[src/rtl/lle_pkg.sv]
// Constants, types and size decode for the logical-layer error block
// What this block does
// - Flag port-write with bad payload size
// - Port-write size errors raise no standard error
// - Drop port-write when disabled or buffer full
// - Enabled port-write flags drive interrupt output
// - Port-write transmission signals no errors
// - ERROR response declares IO error response
// - Unmatched response declares unsolicited response
// - No response in time declares time-out
// - Malformed response declares illegal decode
// - Four slave flags drive interrupt when enabled
// - Slave read error on error, time-out, miss
// - Errored read burst still delivers every beat
// - Unsupported request type declares unsupported transaction
// - Short, priority 3, empty write, reserved size
// - Payload length must match encoded size
// - NREAD payload, partial lanes, window miss illegal
// - Read master uses all lanes, no enables
// - Illegal NREAD, NWRITE_R, atomic get ERROR response
// - Read error on last beat gives ERROR
// - Untargeted good-CRC packets go to pass-through
package lle_pkg;
   localparam logic [3:0] ST_DONE     = 4'h0;
   localparam logic [3:0] ST_ERROR    = 4'h7;
   localparam logic [3:0] TT_NOPL     = 4'h0;
   localparam logic [3:0] TT_PL       = 4'h8;
   localparam logic [8:0] PW_MAX_B    = 9'h040;
   localparam logic [4:0] MAX_BURST   = 5'h10;
   localparam int         FLAG_N      = 6;
   localparam int         FL_PW_ERR   = 0;
   localparam int         FL_PW_DROP  = 1;
   localparam int         FL_BAD_BE   = 2;
   localparam int         FL_BAD_BC   = 3;
   localparam int         FL_WR_MISS  = 4;
   localparam int         FL_RD_MISS  = 5;
   localparam logic [5:0] FLAGS_RST   = 6'h00;
   localparam logic [7:0] TID_RST     = 8'h00;
   localparam logic       PT_ENABLE   = 1'b1;
   localparam logic       MSG_SRC     = 1'b1;
   localparam logic       MSG_DST     = 1'b0;

   typedef enum logic [2:0] {
      KIND_NREAD   = 3'b000,
      KIND_NWRITE  = 3'b001,
      KIND_NWRITER = 3'b010,
      KIND_SWRITE  = 3'b011,
      KIND_ATOMIC5 = 3'b100,
      KIND_OTHER   = 3'b101
   } lle_kind_e;

   typedef enum logic [1:0] {
      S_IDLE  = 2'b00,
      S_WAIT  = 2'b01,
      S_BEATS = 2'b10
   } lle_state_e;

   typedef struct packed {
      logic [8:0] pl_bytes;
      logic [3:0] wrsize;
      logic       wdptr;
   } lle_pw_s;

   typedef struct packed {
      logic [7:0]  tid;
      logic [3:0]  status;
      logic [3:0]  ttype;
      logic [8:0]  pl_bytes;
      logic [31:0] data;
   } lle_rsp_s;

   typedef struct packed {
      lle_kind_e   kind;
      logic [7:0]  tid;
      logic [1:0]  prio;
      logic [3:0]  size;
      logic        wdptr;
      logic [31:0] addr;
      logic [8:0]  pl_bytes;
      logic        too_short;
   } lle_req_s;

   typedef struct packed {
      logic io_err;
      logic unsol;
      logic timeout;
      logic illegal;
      logic unsupported;
   } lle_err_s;

   // Size field to byte count, zero for reserved codes
   function automatic logic [8:0] lle_size_bytes(input logic [3:0] sz, input logic wdptr, input logic rd);
      logic [8:0] r;
      r = 9'h000;
      case (sz)
         4'h0, 4'h1, 4'h2, 4'h3: r = 9'h001;
         4'h4, 4'h6:             r = 9'h002;
         4'h5:                   r = 9'h003;
         4'h7:                   r = 9'h005;
         4'h8:                   r = 9'h004;
         4'h9:                   r = 9'h006;
         4'ha:                   r = 9'h007;
         4'hb:                   r = wdptr ? 9'h010 : 9'h008;
         4'hc:                   r = wdptr ? 9'h040 : 9'h020;
         4'hd:                   r = wdptr ? 9'h080 : 9'h060;
         4'he:                   r = rd ? (wdptr ? 9'h0c0 : 9'h0a0) : 9'h000;
         default:                r = wdptr ? 9'h100 : (rd ? 9'h0e0 : 9'h000);
      endcase
      return r;
   endfunction : lle_size_bytes
endpackage : lle_pkg

[src/rtl/lle_error_top.sv]
// Logical-layer error detection and reporting
`timescale 1ns/1ps
module lle_error_top
   import lle_pkg::*;
(
   input  wire logic              ref_clk,
   input  wire logic              rst_n,
   input  wire logic              pw_rx_valid,
   input  wire lle_pw_s           pw_rx,
   input  wire logic              pw_receive_allow,
   input  wire logic              pw_buf_full,
   output logic                   pw_rx_accept,
   input  wire logic [FLAG_N-1:0] int_en,
   input  wire logic [FLAG_N-1:0] flag_clr,
   output logic [FLAG_N-1:0]      flags,
   output logic                   irq,
   input  wire logic              win_en,
   input  wire logic [31:0]       win_base,
   input  wire logic [31:0]       win_mask,
   input  wire logic [23:0]       rsp_timeout,
   input  wire logic              s_rd_read,
   input  wire logic [31:0]       s_rd_addr,
   input  wire logic [4:0]        s_rd_burstcount,
   output logic                   s_rd_waitrequest,
   output logic                   s_rd_datavalid,
   output logic [31:0]            s_rd_readdata,
   output logic                   s_rd_readerror,
   input  wire logic              s_wr_write,
   input  wire logic [31:0]       s_wr_addr,
   input  wire logic [3:0]        s_wr_byteenable,
   input  wire logic [4:0]        s_wr_burstcount,
   output logic                   s_wr_waitrequest,
   output logic                   s_req_valid,
   output lle_kind_e              s_req_kind,
   output logic [7:0]             s_req_tid,
   output logic [31:0]            s_req_addr,
   input  wire logic              rsp_valid,
   input  wire lle_rsp_s          rsp,
   input  wire logic              req_valid,
   input  wire lle_req_s          req,
   input  wire logic [5:0]        dest_ops,
   output logic                   m_ill_rsp_valid,
   output logic [7:0]             m_ill_rsp_tid,
   input  wire logic              m_rd_datavalid,
   input  wire logic              m_rd_last,
   input  wire logic              m_rd_readerror,
   output logic                   m_rd_rsp_valid,
   output logic [3:0]             m_rd_rsp_status,
   output lle_err_s               err_decl,
   output logic [7:0]             err_tid,
   input  wire logic              rx_pkt_valid,
   input  wire logic              rx_crc_ok,
   input  wire logic              rx_targeted,
   output logic                   pt_rx_fwd,
   input  wire logic              pt_tx_error,
   output logic                   pt_tx_abort,
   input  wire logic [3:0]        msg_err_in,
   output logic [3:0]             msg_err_out
);
   // ----------------------------------------
   // Port-write reception
   // ----------------------------------------
   logic [8:0]        pw_exp;
   logic              pw_bad;
   logic              pw_drop;
   logic [FLAG_N-1:0] flag_set;
   logic [FLAG_N-1:0] flag_keep;

   assign pw_exp  = lle_size_bytes(pw_rx.wrsize, pw_rx.wdptr, 1'b0);
   assign pw_bad  = pw_rx.pl_bytes == 9'h000 || pw_rx.pl_bytes > PW_MAX_B || pw_rx.pl_bytes > pw_exp;
   assign pw_drop = !pw_receive_allow || pw_buf_full;

   // ----------------------------------------
   // Slave address checks
   // ----------------------------------------
   logic       rd_hit;
   logic       wr_hit;
   logic       m_hit;
   logic       be_ok;
   logic       bc_ok;
   lle_state_e st;
   logic       rd_take;
   logic       wr_take;
   logic       wr_good;

   assign rd_hit  = win_en && ((s_rd_addr & win_mask) == (win_base & win_mask));
   assign wr_hit  = win_en && ((s_wr_addr & win_mask) == (win_base & win_mask));
   assign m_hit   = win_en && ((req.addr & win_mask) == (win_base & win_mask));
   assign be_ok   = s_wr_byteenable inside {4'hf, 4'h3, 4'hc, 4'h1, 4'h2, 4'h4, 4'h8};
   assign bc_ok   = s_wr_burstcount != 5'h00 && s_wr_burstcount <= MAX_BURST;
   assign rd_take = s_rd_read && st == S_IDLE;
   assign wr_take = s_wr_write && st == S_IDLE && !s_rd_read;
   assign wr_good = wr_take && wr_hit && be_ok && bc_ok;

   assign s_rd_waitrequest = st != S_IDLE;
   assign s_wr_waitrequest = st != S_IDLE || s_rd_read;

   assign flag_set[FL_PW_ERR]  = pw_rx_valid && pw_bad;
   assign flag_set[FL_PW_DROP] = pw_rx_valid && !pw_bad && pw_drop;
   assign flag_set[FL_BAD_BE]  = wr_take && !be_ok;
   assign flag_set[FL_BAD_BC]  = wr_take && !bc_ok;
   assign flag_set[FL_WR_MISS] = wr_take && !wr_hit;
   assign flag_set[FL_RD_MISS] = rd_take && !rd_hit;
   assign flag_keep            = flags & ~flag_clr;

   // ----------------------------------------
   // Slave response checks
   // ----------------------------------------
   logic        cur_rd;
   logic [7:0]  cur_tid;
   logic [4:0]  cur_beats;
   logic [4:0]  beats_left;
   logic        beat_err;
   logic [23:0] tmr;
   logic        rsp_match;
   logic        rsp_unsol;
   logic        bad_status;
   logic        pl_bad;
   logic        ill_s;
   logic        io_err;
   logic        tmo;
   logic        rsp_fail;

   assign rsp_match  = rsp_valid && st == S_WAIT && rsp.tid == cur_tid;
   assign rsp_unsol  = rsp_valid && !rsp_match;
   assign bad_status = rsp.status != ST_DONE && rsp.status != ST_ERROR;
   assign pl_bad     = cur_rd ? (rsp.ttype != TT_PL || rsp.pl_bytes != 9'({cur_beats, 2'b00}))
                              : (rsp.ttype != TT_NOPL || rsp.pl_bytes != 9'h000);
   assign ill_s      = rsp_match && (bad_status || pl_bad);
   assign io_err     = rsp_match && !ill_s && rsp.status == ST_ERROR;
   assign tmo        = st == S_WAIT && !rsp_match && tmr >= rsp_timeout;
   assign rsp_fail   = io_err || ill_s || tmo;

   assign s_rd_datavalid = st == S_BEATS;
   assign s_rd_readerror = st == S_BEATS && beat_err;

   always_ff @(posedge ref_clk or negedge rst_n)
   begin
      if (!rst_n)
      begin
         st         <= S_IDLE;
         cur_rd     <= 1'b0;
         cur_tid    <= TID_RST;
         cur_beats  <= 5'h00;
         beats_left <= 5'h00;
         beat_err   <= 1'b0;
         tmr        <= 24'h000000;
         s_req_valid <= 1'b0;
         s_req_kind <= KIND_NREAD;
         s_req_tid  <= TID_RST;
         s_req_addr <= 32'h00000000;
         s_rd_readdata <= 32'h00000000;
      end
      else
      begin
         s_req_valid <= 1'b0;
         unique case (st)
            S_IDLE:
            begin
               tmr <= 24'h000000;
               if (rd_take && !rd_hit)
               begin
                  st         <= S_BEATS;
                  beat_err   <= 1'b1;
                  beats_left <= s_rd_burstcount;
               end
               else if (rd_take || wr_good)
               begin
                  st          <= S_WAIT;
                  cur_rd      <= rd_take;
                  cur_beats   <= s_rd_burstcount;
                  cur_tid     <= s_req_tid;
                  s_req_valid <= 1'b1;
                  s_req_kind  <= rd_take ? KIND_NREAD : KIND_NWRITER;
                  s_req_addr  <= rd_take ? s_rd_addr : s_wr_addr;
               end
            end
            S_WAIT:
            begin
               tmr <= tmr + 24'h000001;
               if (rsp_match || tmo)
               begin
                  s_req_tid     <= s_req_tid + 8'h01;
                  s_rd_readdata <= rsp.data;
                  beat_err      <= rsp_fail;
                  beats_left    <= cur_beats;
                  st            <= cur_rd ? S_BEATS : S_IDLE;
               end
            end
            default:
            begin
               beats_left <= beats_left - 5'h01;
               if (beats_left <= 5'h01)
               begin
                  st <= S_IDLE;
               end
            end
         endcase
      end
   end

   // ----------------------------------------
   // Master request checks
   // ----------------------------------------
   logic       m_sup;
   logic [8:0] m_exp;
   logic       m_is_wr;
   logic       m_is_rd;
   logic       m_addr_kind;
   logic       m_ill;

   assign m_sup       = dest_ops[req.kind] && req.kind != KIND_OTHER;
   assign m_is_rd     = req.kind == KIND_NREAD;
   assign m_is_wr     = req.kind == KIND_NWRITE || req.kind == KIND_NWRITER;
   assign m_addr_kind = m_is_rd || m_is_wr || req.kind == KIND_SWRITE;
   assign m_exp       = lle_size_bytes(req.size, req.wdptr, m_is_rd);
   assign m_ill       = req.too_short || req.prio == 2'h3 || (m_is_wr && req.pl_bytes == 9'h000)
                        || (m_is_wr && m_exp == 9'h000)
                        || (m_is_wr && req.pl_bytes != m_exp)
                        || (m_is_rd && req.pl_bytes != 9'h000)
                        || (m_is_rd && (m_exp == 9'h000 || m_exp[1:0] != 2'b00))
                        || (m_addr_kind && !m_hit);

   // ----------------------------------------
   // Flags, declarations, responses, pass-through
   // ----------------------------------------
   assign irq = |(flags & int_en);

   always_ff @(posedge ref_clk or negedge rst_n)
   begin
      if (!rst_n)
      begin
         flags           <= FLAGS_RST;
         pw_rx_accept    <= 1'b0;
         err_decl        <= '0;
         err_tid         <= TID_RST;
         m_ill_rsp_valid <= 1'b0;
         m_ill_rsp_tid   <= TID_RST;
         m_rd_rsp_valid  <= 1'b0;
         m_rd_rsp_status <= ST_DONE;
         pt_rx_fwd       <= 1'b0;
         pt_tx_abort     <= 1'b0;
         msg_err_out     <= 4'h0;
      end
      else
      begin
         flags        <= flag_keep | flag_set;
         pw_rx_accept <= pw_rx_valid && !pw_bad && !pw_drop;
         // Port-write paths feed no standard error term
         err_decl.io_err      <= io_err;
         err_decl.unsol       <= rsp_unsol;
         err_decl.timeout     <= tmo;
         err_decl.illegal     <= ill_s || (req_valid && m_sup && m_ill);
         err_decl.unsupported <= req_valid && !m_sup;
         err_tid              <= req_valid ? req.tid : (rsp_valid ? rsp.tid : cur_tid);
         m_ill_rsp_valid      <= req_valid && m_sup && m_ill
                                 && (m_is_rd || req.kind == KIND_NWRITER || req.kind == KIND_ATOMIC5);
         m_ill_rsp_tid        <= req.tid;
         m_rd_rsp_valid       <= m_rd_datavalid && m_rd_last;
         m_rd_rsp_status      <= m_rd_readerror ? ST_ERROR : ST_DONE;
         pt_rx_fwd            <= rx_pkt_valid && rx_crc_ok && !rx_targeted;
         pt_tx_abort          <= pt_tx_error;
         msg_err_out          <= (PT_ENABLE && (MSG_SRC || MSG_DST)) ? msg_err_in : 4'h0;
      end
   end
endmodule : lle_error_top

[config.mk]
export PLATFORM = sky130hd
export DESIGN_NAME = lle_error_top
export DESIGN_NICKNAME = d
export VERILOG_FILES = /design/src/rtl/lle_pkg.sv /design/src/rtl/lle_error_top.sv
export SDC_FILE = /design/constraint.sdc
export NUM_CORES = 1
export LEC_CHECK = 0
export BUFFER_PORTS_ARGS = -buffer_cell sky130_fd_sc_hd__clkbuf_2
export CELL_PAD_IN_SITES_DETAIL_PLACEMENT = 0
export CELL_PAD_IN_SITES_GLOBAL_PLACEMENT = 1
export CORE_AREA = 2 2 177 179
export CTS_CLUSTER_SIZE = 25
export DETAILED_ROUTE_END_ITERATION = 16
export DIE_AREA = 0 0 179 181
export HOLD_SLACK_MARGIN = 0.05
export PLACE_DENSITY_LB_ADDON = 0.1
export SLEW_MARGIN = 20
export SYNTH_ARGS = -nofsm -noshare
export SYNTH_HDL_FRONTEND = slang
export SYNTH_SLANG_ARGS = --single-unit
export TNS_END_PERCENT = 50
[constraint.sdc]
create_clock -name ref_clk -period 3.2 [get_ports ref_clk]
set_input_delay 0.64 -clock ref_clk [delete_from_list [all_inputs] [get_ports ref_clk]]
set_output_delay 0.64 -clock ref_clk [all_outputs]
set_load 0.01 [all_outputs]
==> reports/qor.csv <==
metric;value;unit
cap_violations;0;
start_util;0.326;
layout.area.seq;3930;sq um
ir_drop;0.324;mV
cts_resized;0;
tightest_slew;0.925;ns
fin_hold_ws;0.147;ns
grt_pass1_wl;58.3;mm
max_freq;360;MHz
synth-edff-count;0;
cts_made_buffers;17;
synth_area_leaders;dfrtp_1, nand2_1, xor2_1;
hold_viol;0;
cts_tree;yes;
finalCritPeriodShare;0.867;
cts.clk_slew.worst_paths;0.07;ns
vias;9888;
clockRootBuffer;clkbuf_16;
viasPerCell;5.12;
yosysWarnings;0;
synth.top_cell.area_share;0.397;
gp_congestion;0.908;
worstSetupEndpointType;register;
crit_slowest_cell;a2111oi_0;
swShare;0.316;
post-place-cells;1900;
drtIter0Drc;566;
die-area;32400;sq um
netlist_instances;1064;
synth-seq-cells;157;
htreeDepth;4;
final_max_slew_viol_count;0;
skew;0.0101;ns
die_w;179;um
antenna_found_initial;2;
fin_area;13200;sq um
worstSetupPathType;primary input to register;
critPathLaunchType;primary input;
timing.slew.headroom;0.382;
p_leak;6.92;nW
post-place-ws;-0.0600;ns
grt_pass1_vias;10100;
rsz0062_at_grt;false;
synth_flop_cell;dfrtp_1;
instances_no_fill;1932;
clock_latency;0.43;ns
placed_cell_area;12700;sq um
critPathBufInv;1;
outcome;complete, no violations;
io_pins;457;
globalRoute.totalOverflow;0;
crit_fanout;13;
multi_input_area;5640;sq um
fill_cells;3151;
required;3.50;ns
path_cells;clkbuf_2 > a2111oi_0 > o31ai_1 > a2111oi_0 > a31oi_1 > o41ai_1 > a31oi_1 > o21bai_1;
portBuffers;452;
yosysTopAreaCell;dfrtp_1;
p_switching;1.64;mW
yosysSeqAreaShare;0.397;
cp.arrival;3.08;ns
p_comb_frac;0.223;
clock_path_buffers;2;
dp_hpwl;32.2;mm
wirelength;38.4;mm
p_per_area;393;nW/um^2
syn_to_final_growth;33.7;%
post-route-util;0.436;
drc;0;
grt_max_degree;54;
drtAntennaViolNets;0;
async_reset_ff_frac;1.00;
rows;64;
die_h;181;um
clock_power_share;0.371;
grt.total_usage;0.237;
syn_avg_cell_area;9.30;sq um
cts.sinks;157;
max_stage_delay;0.62;ns
setup_ws;0.424;ns
syn-cell-area;9900;sq um
post-cts-setup-buffers;0;
dr.pass1.iters;6;
power_frac_seq;0.406;
finalWorstPathRequiredPeriod;2.78;ns
yosysUniqueCellTypes;68;
core_area;30300;sq um
cts_hold_buf;0;
setup-violations-final;0;
nets;1896;
layout-drive-gt1-share;0.364;
worstHoldPathType;primary input to async pin;
cpLargestDelayFamily;compound AO/OA/AOI/OAI gates;
wl_per_cell;19.9;um
p_int;3.56;mW
placed cells by master (no fill, tap or decap), types with 8 or more instances in the layout:
master	synthesis	routed
nor2b_1	14	14
xor2_1	70	70
clkbuf_16	0	17
o22ai_1	10	10
clkbuf_2	0	451
dfrtp_1	157	157
nand2_1	164	164
nor3_1	18	18
a21oi_1	23	23
nand4_1	33	33
nand3_1	37	37
mux2i_1	12	12
a2111oi_0	8	8
xnor2_1	20	20
nand3b_1	64	64
ha_1	37	37
nor4_1	13	13
o21ai_0	46	46
buf_4	8	17
inv_1	48	48
and3_1	8	8
mux2_2	43	43
o2111ai_1	16	16
or3_1	8	8
a22oi_1	50	50
nor2_1	41	40
sequential cells by signal, summed over array words and instances, names as in the netlist, 5 cells and up:
signal,count
beats_left,5
m_ill_rsp_tid,8
cur_tid,8
s_rd_readdata,32
err_decl,5
cur_beats,5
s_req_tid,8
err_tid,8
flags,6
tmr,24
s_req_addr,32
worst register-to-register path, delay by kind of cell, from the launching register on:
kind	cells	cell delay [ns]
compound gates	4	1.12
fa+ha+maj	1	0.34
buf+inv	1	0.22
flops	1	0.43
mux	1	0.38
simple gates	1	0.12
Yosys cell counts, drive strengths merged (14+ instances only):
cell     instances
a21oi           23
a22oi           50
buf             18
clkbuf          15
dfrtp          157
ha              37
inv             48
mux2            47
nand2          164
nand3           37
nand3b          64
nand4           33
nor2            42
nor2b           14
nor3            20
nor4            14
o2111ai         16
o21ai           47
xnor2           20
xor2            70
path summary, 6_finish.rpt:
path / cells past startpoint / slack, ns / to / from
min: 1 / 0.15 / tmr[5] / rst_n
min reg2reg: 2 / 0.47 / s_req_addr[15] / s_req_addr[15]
min in group ref_clk: 1 / 0.32 / msg_err_out[2] / msg_err_in[2]
max reg2reg: 8 / 0.47 / s_rd_readdata[6] / tmr[11]
max: 8 / 0.42 / err_decl[1] / req[43]
max in group asynchronous: 3 / 2.21 / s_req_tid[6] / rst_n
final cells by class:
type | count | share of cell area
multi-input cells | 828 | 0.426
repair buffers | 471 | 0.184
well taps | 396 | 0.0374
clock buffers | 17 | 0.0321
diodes | 1 | 0.000189
flip-flops and latches | 157 | 0.297
inverters | 48 | 0.0136
clock inverters | 14 | 0.00926
stage by stage:
| step | setup TNS, ns | power, mW |
|---|---|---|
| final | 0 | 5.20 |
| after global routing | 0 | 5.48 |
| after CTS | 0 | 5.27 |
| after detailed placement | -0.0853 | 3.32 |
| after global placement | -0.0927 | 3.30 |
| after floorplan | 0 | 2.71 |
per-layer routing:
metal | track usage | routed length (um)
met4 | 0.0517 | 607
met1 | 0.290 | 15600
met5 | 0 | 13
met2 | 0.427 | 19900
met3 | 0.0457 | 2240
kinds of logic (layout without fill, tap and decap cells):
family,Yosys count,count (layout),synth area share
AOI/OAI and AO/OA,205,205,0.142
xor gates and xnor gates,90,90,0.0796
adders and majority gates,37,37,0.0468
buffers and inverters,81,550,0.0362
DFF,157,157,0.397
muxes,61,61,0.0702
other,1,4,0.000379
and+or+nand+nor,432,432,0.228
power groups by stage:
stage          registers [mW]  logic (mW)  clock network [mW]
2_1_floorplan            2.15       0.554                   0
3_3_place_gp             2.15        1.16                   0
3_5_place_dp             2.15        1.17                   0
4_1_cts                  2.11        1.18                1.98
5_1_grt                  2.12        1.29                2.07
6_report                 2.11        1.16                1.93
Note: power is estimated with default switching activity, not from simulation.
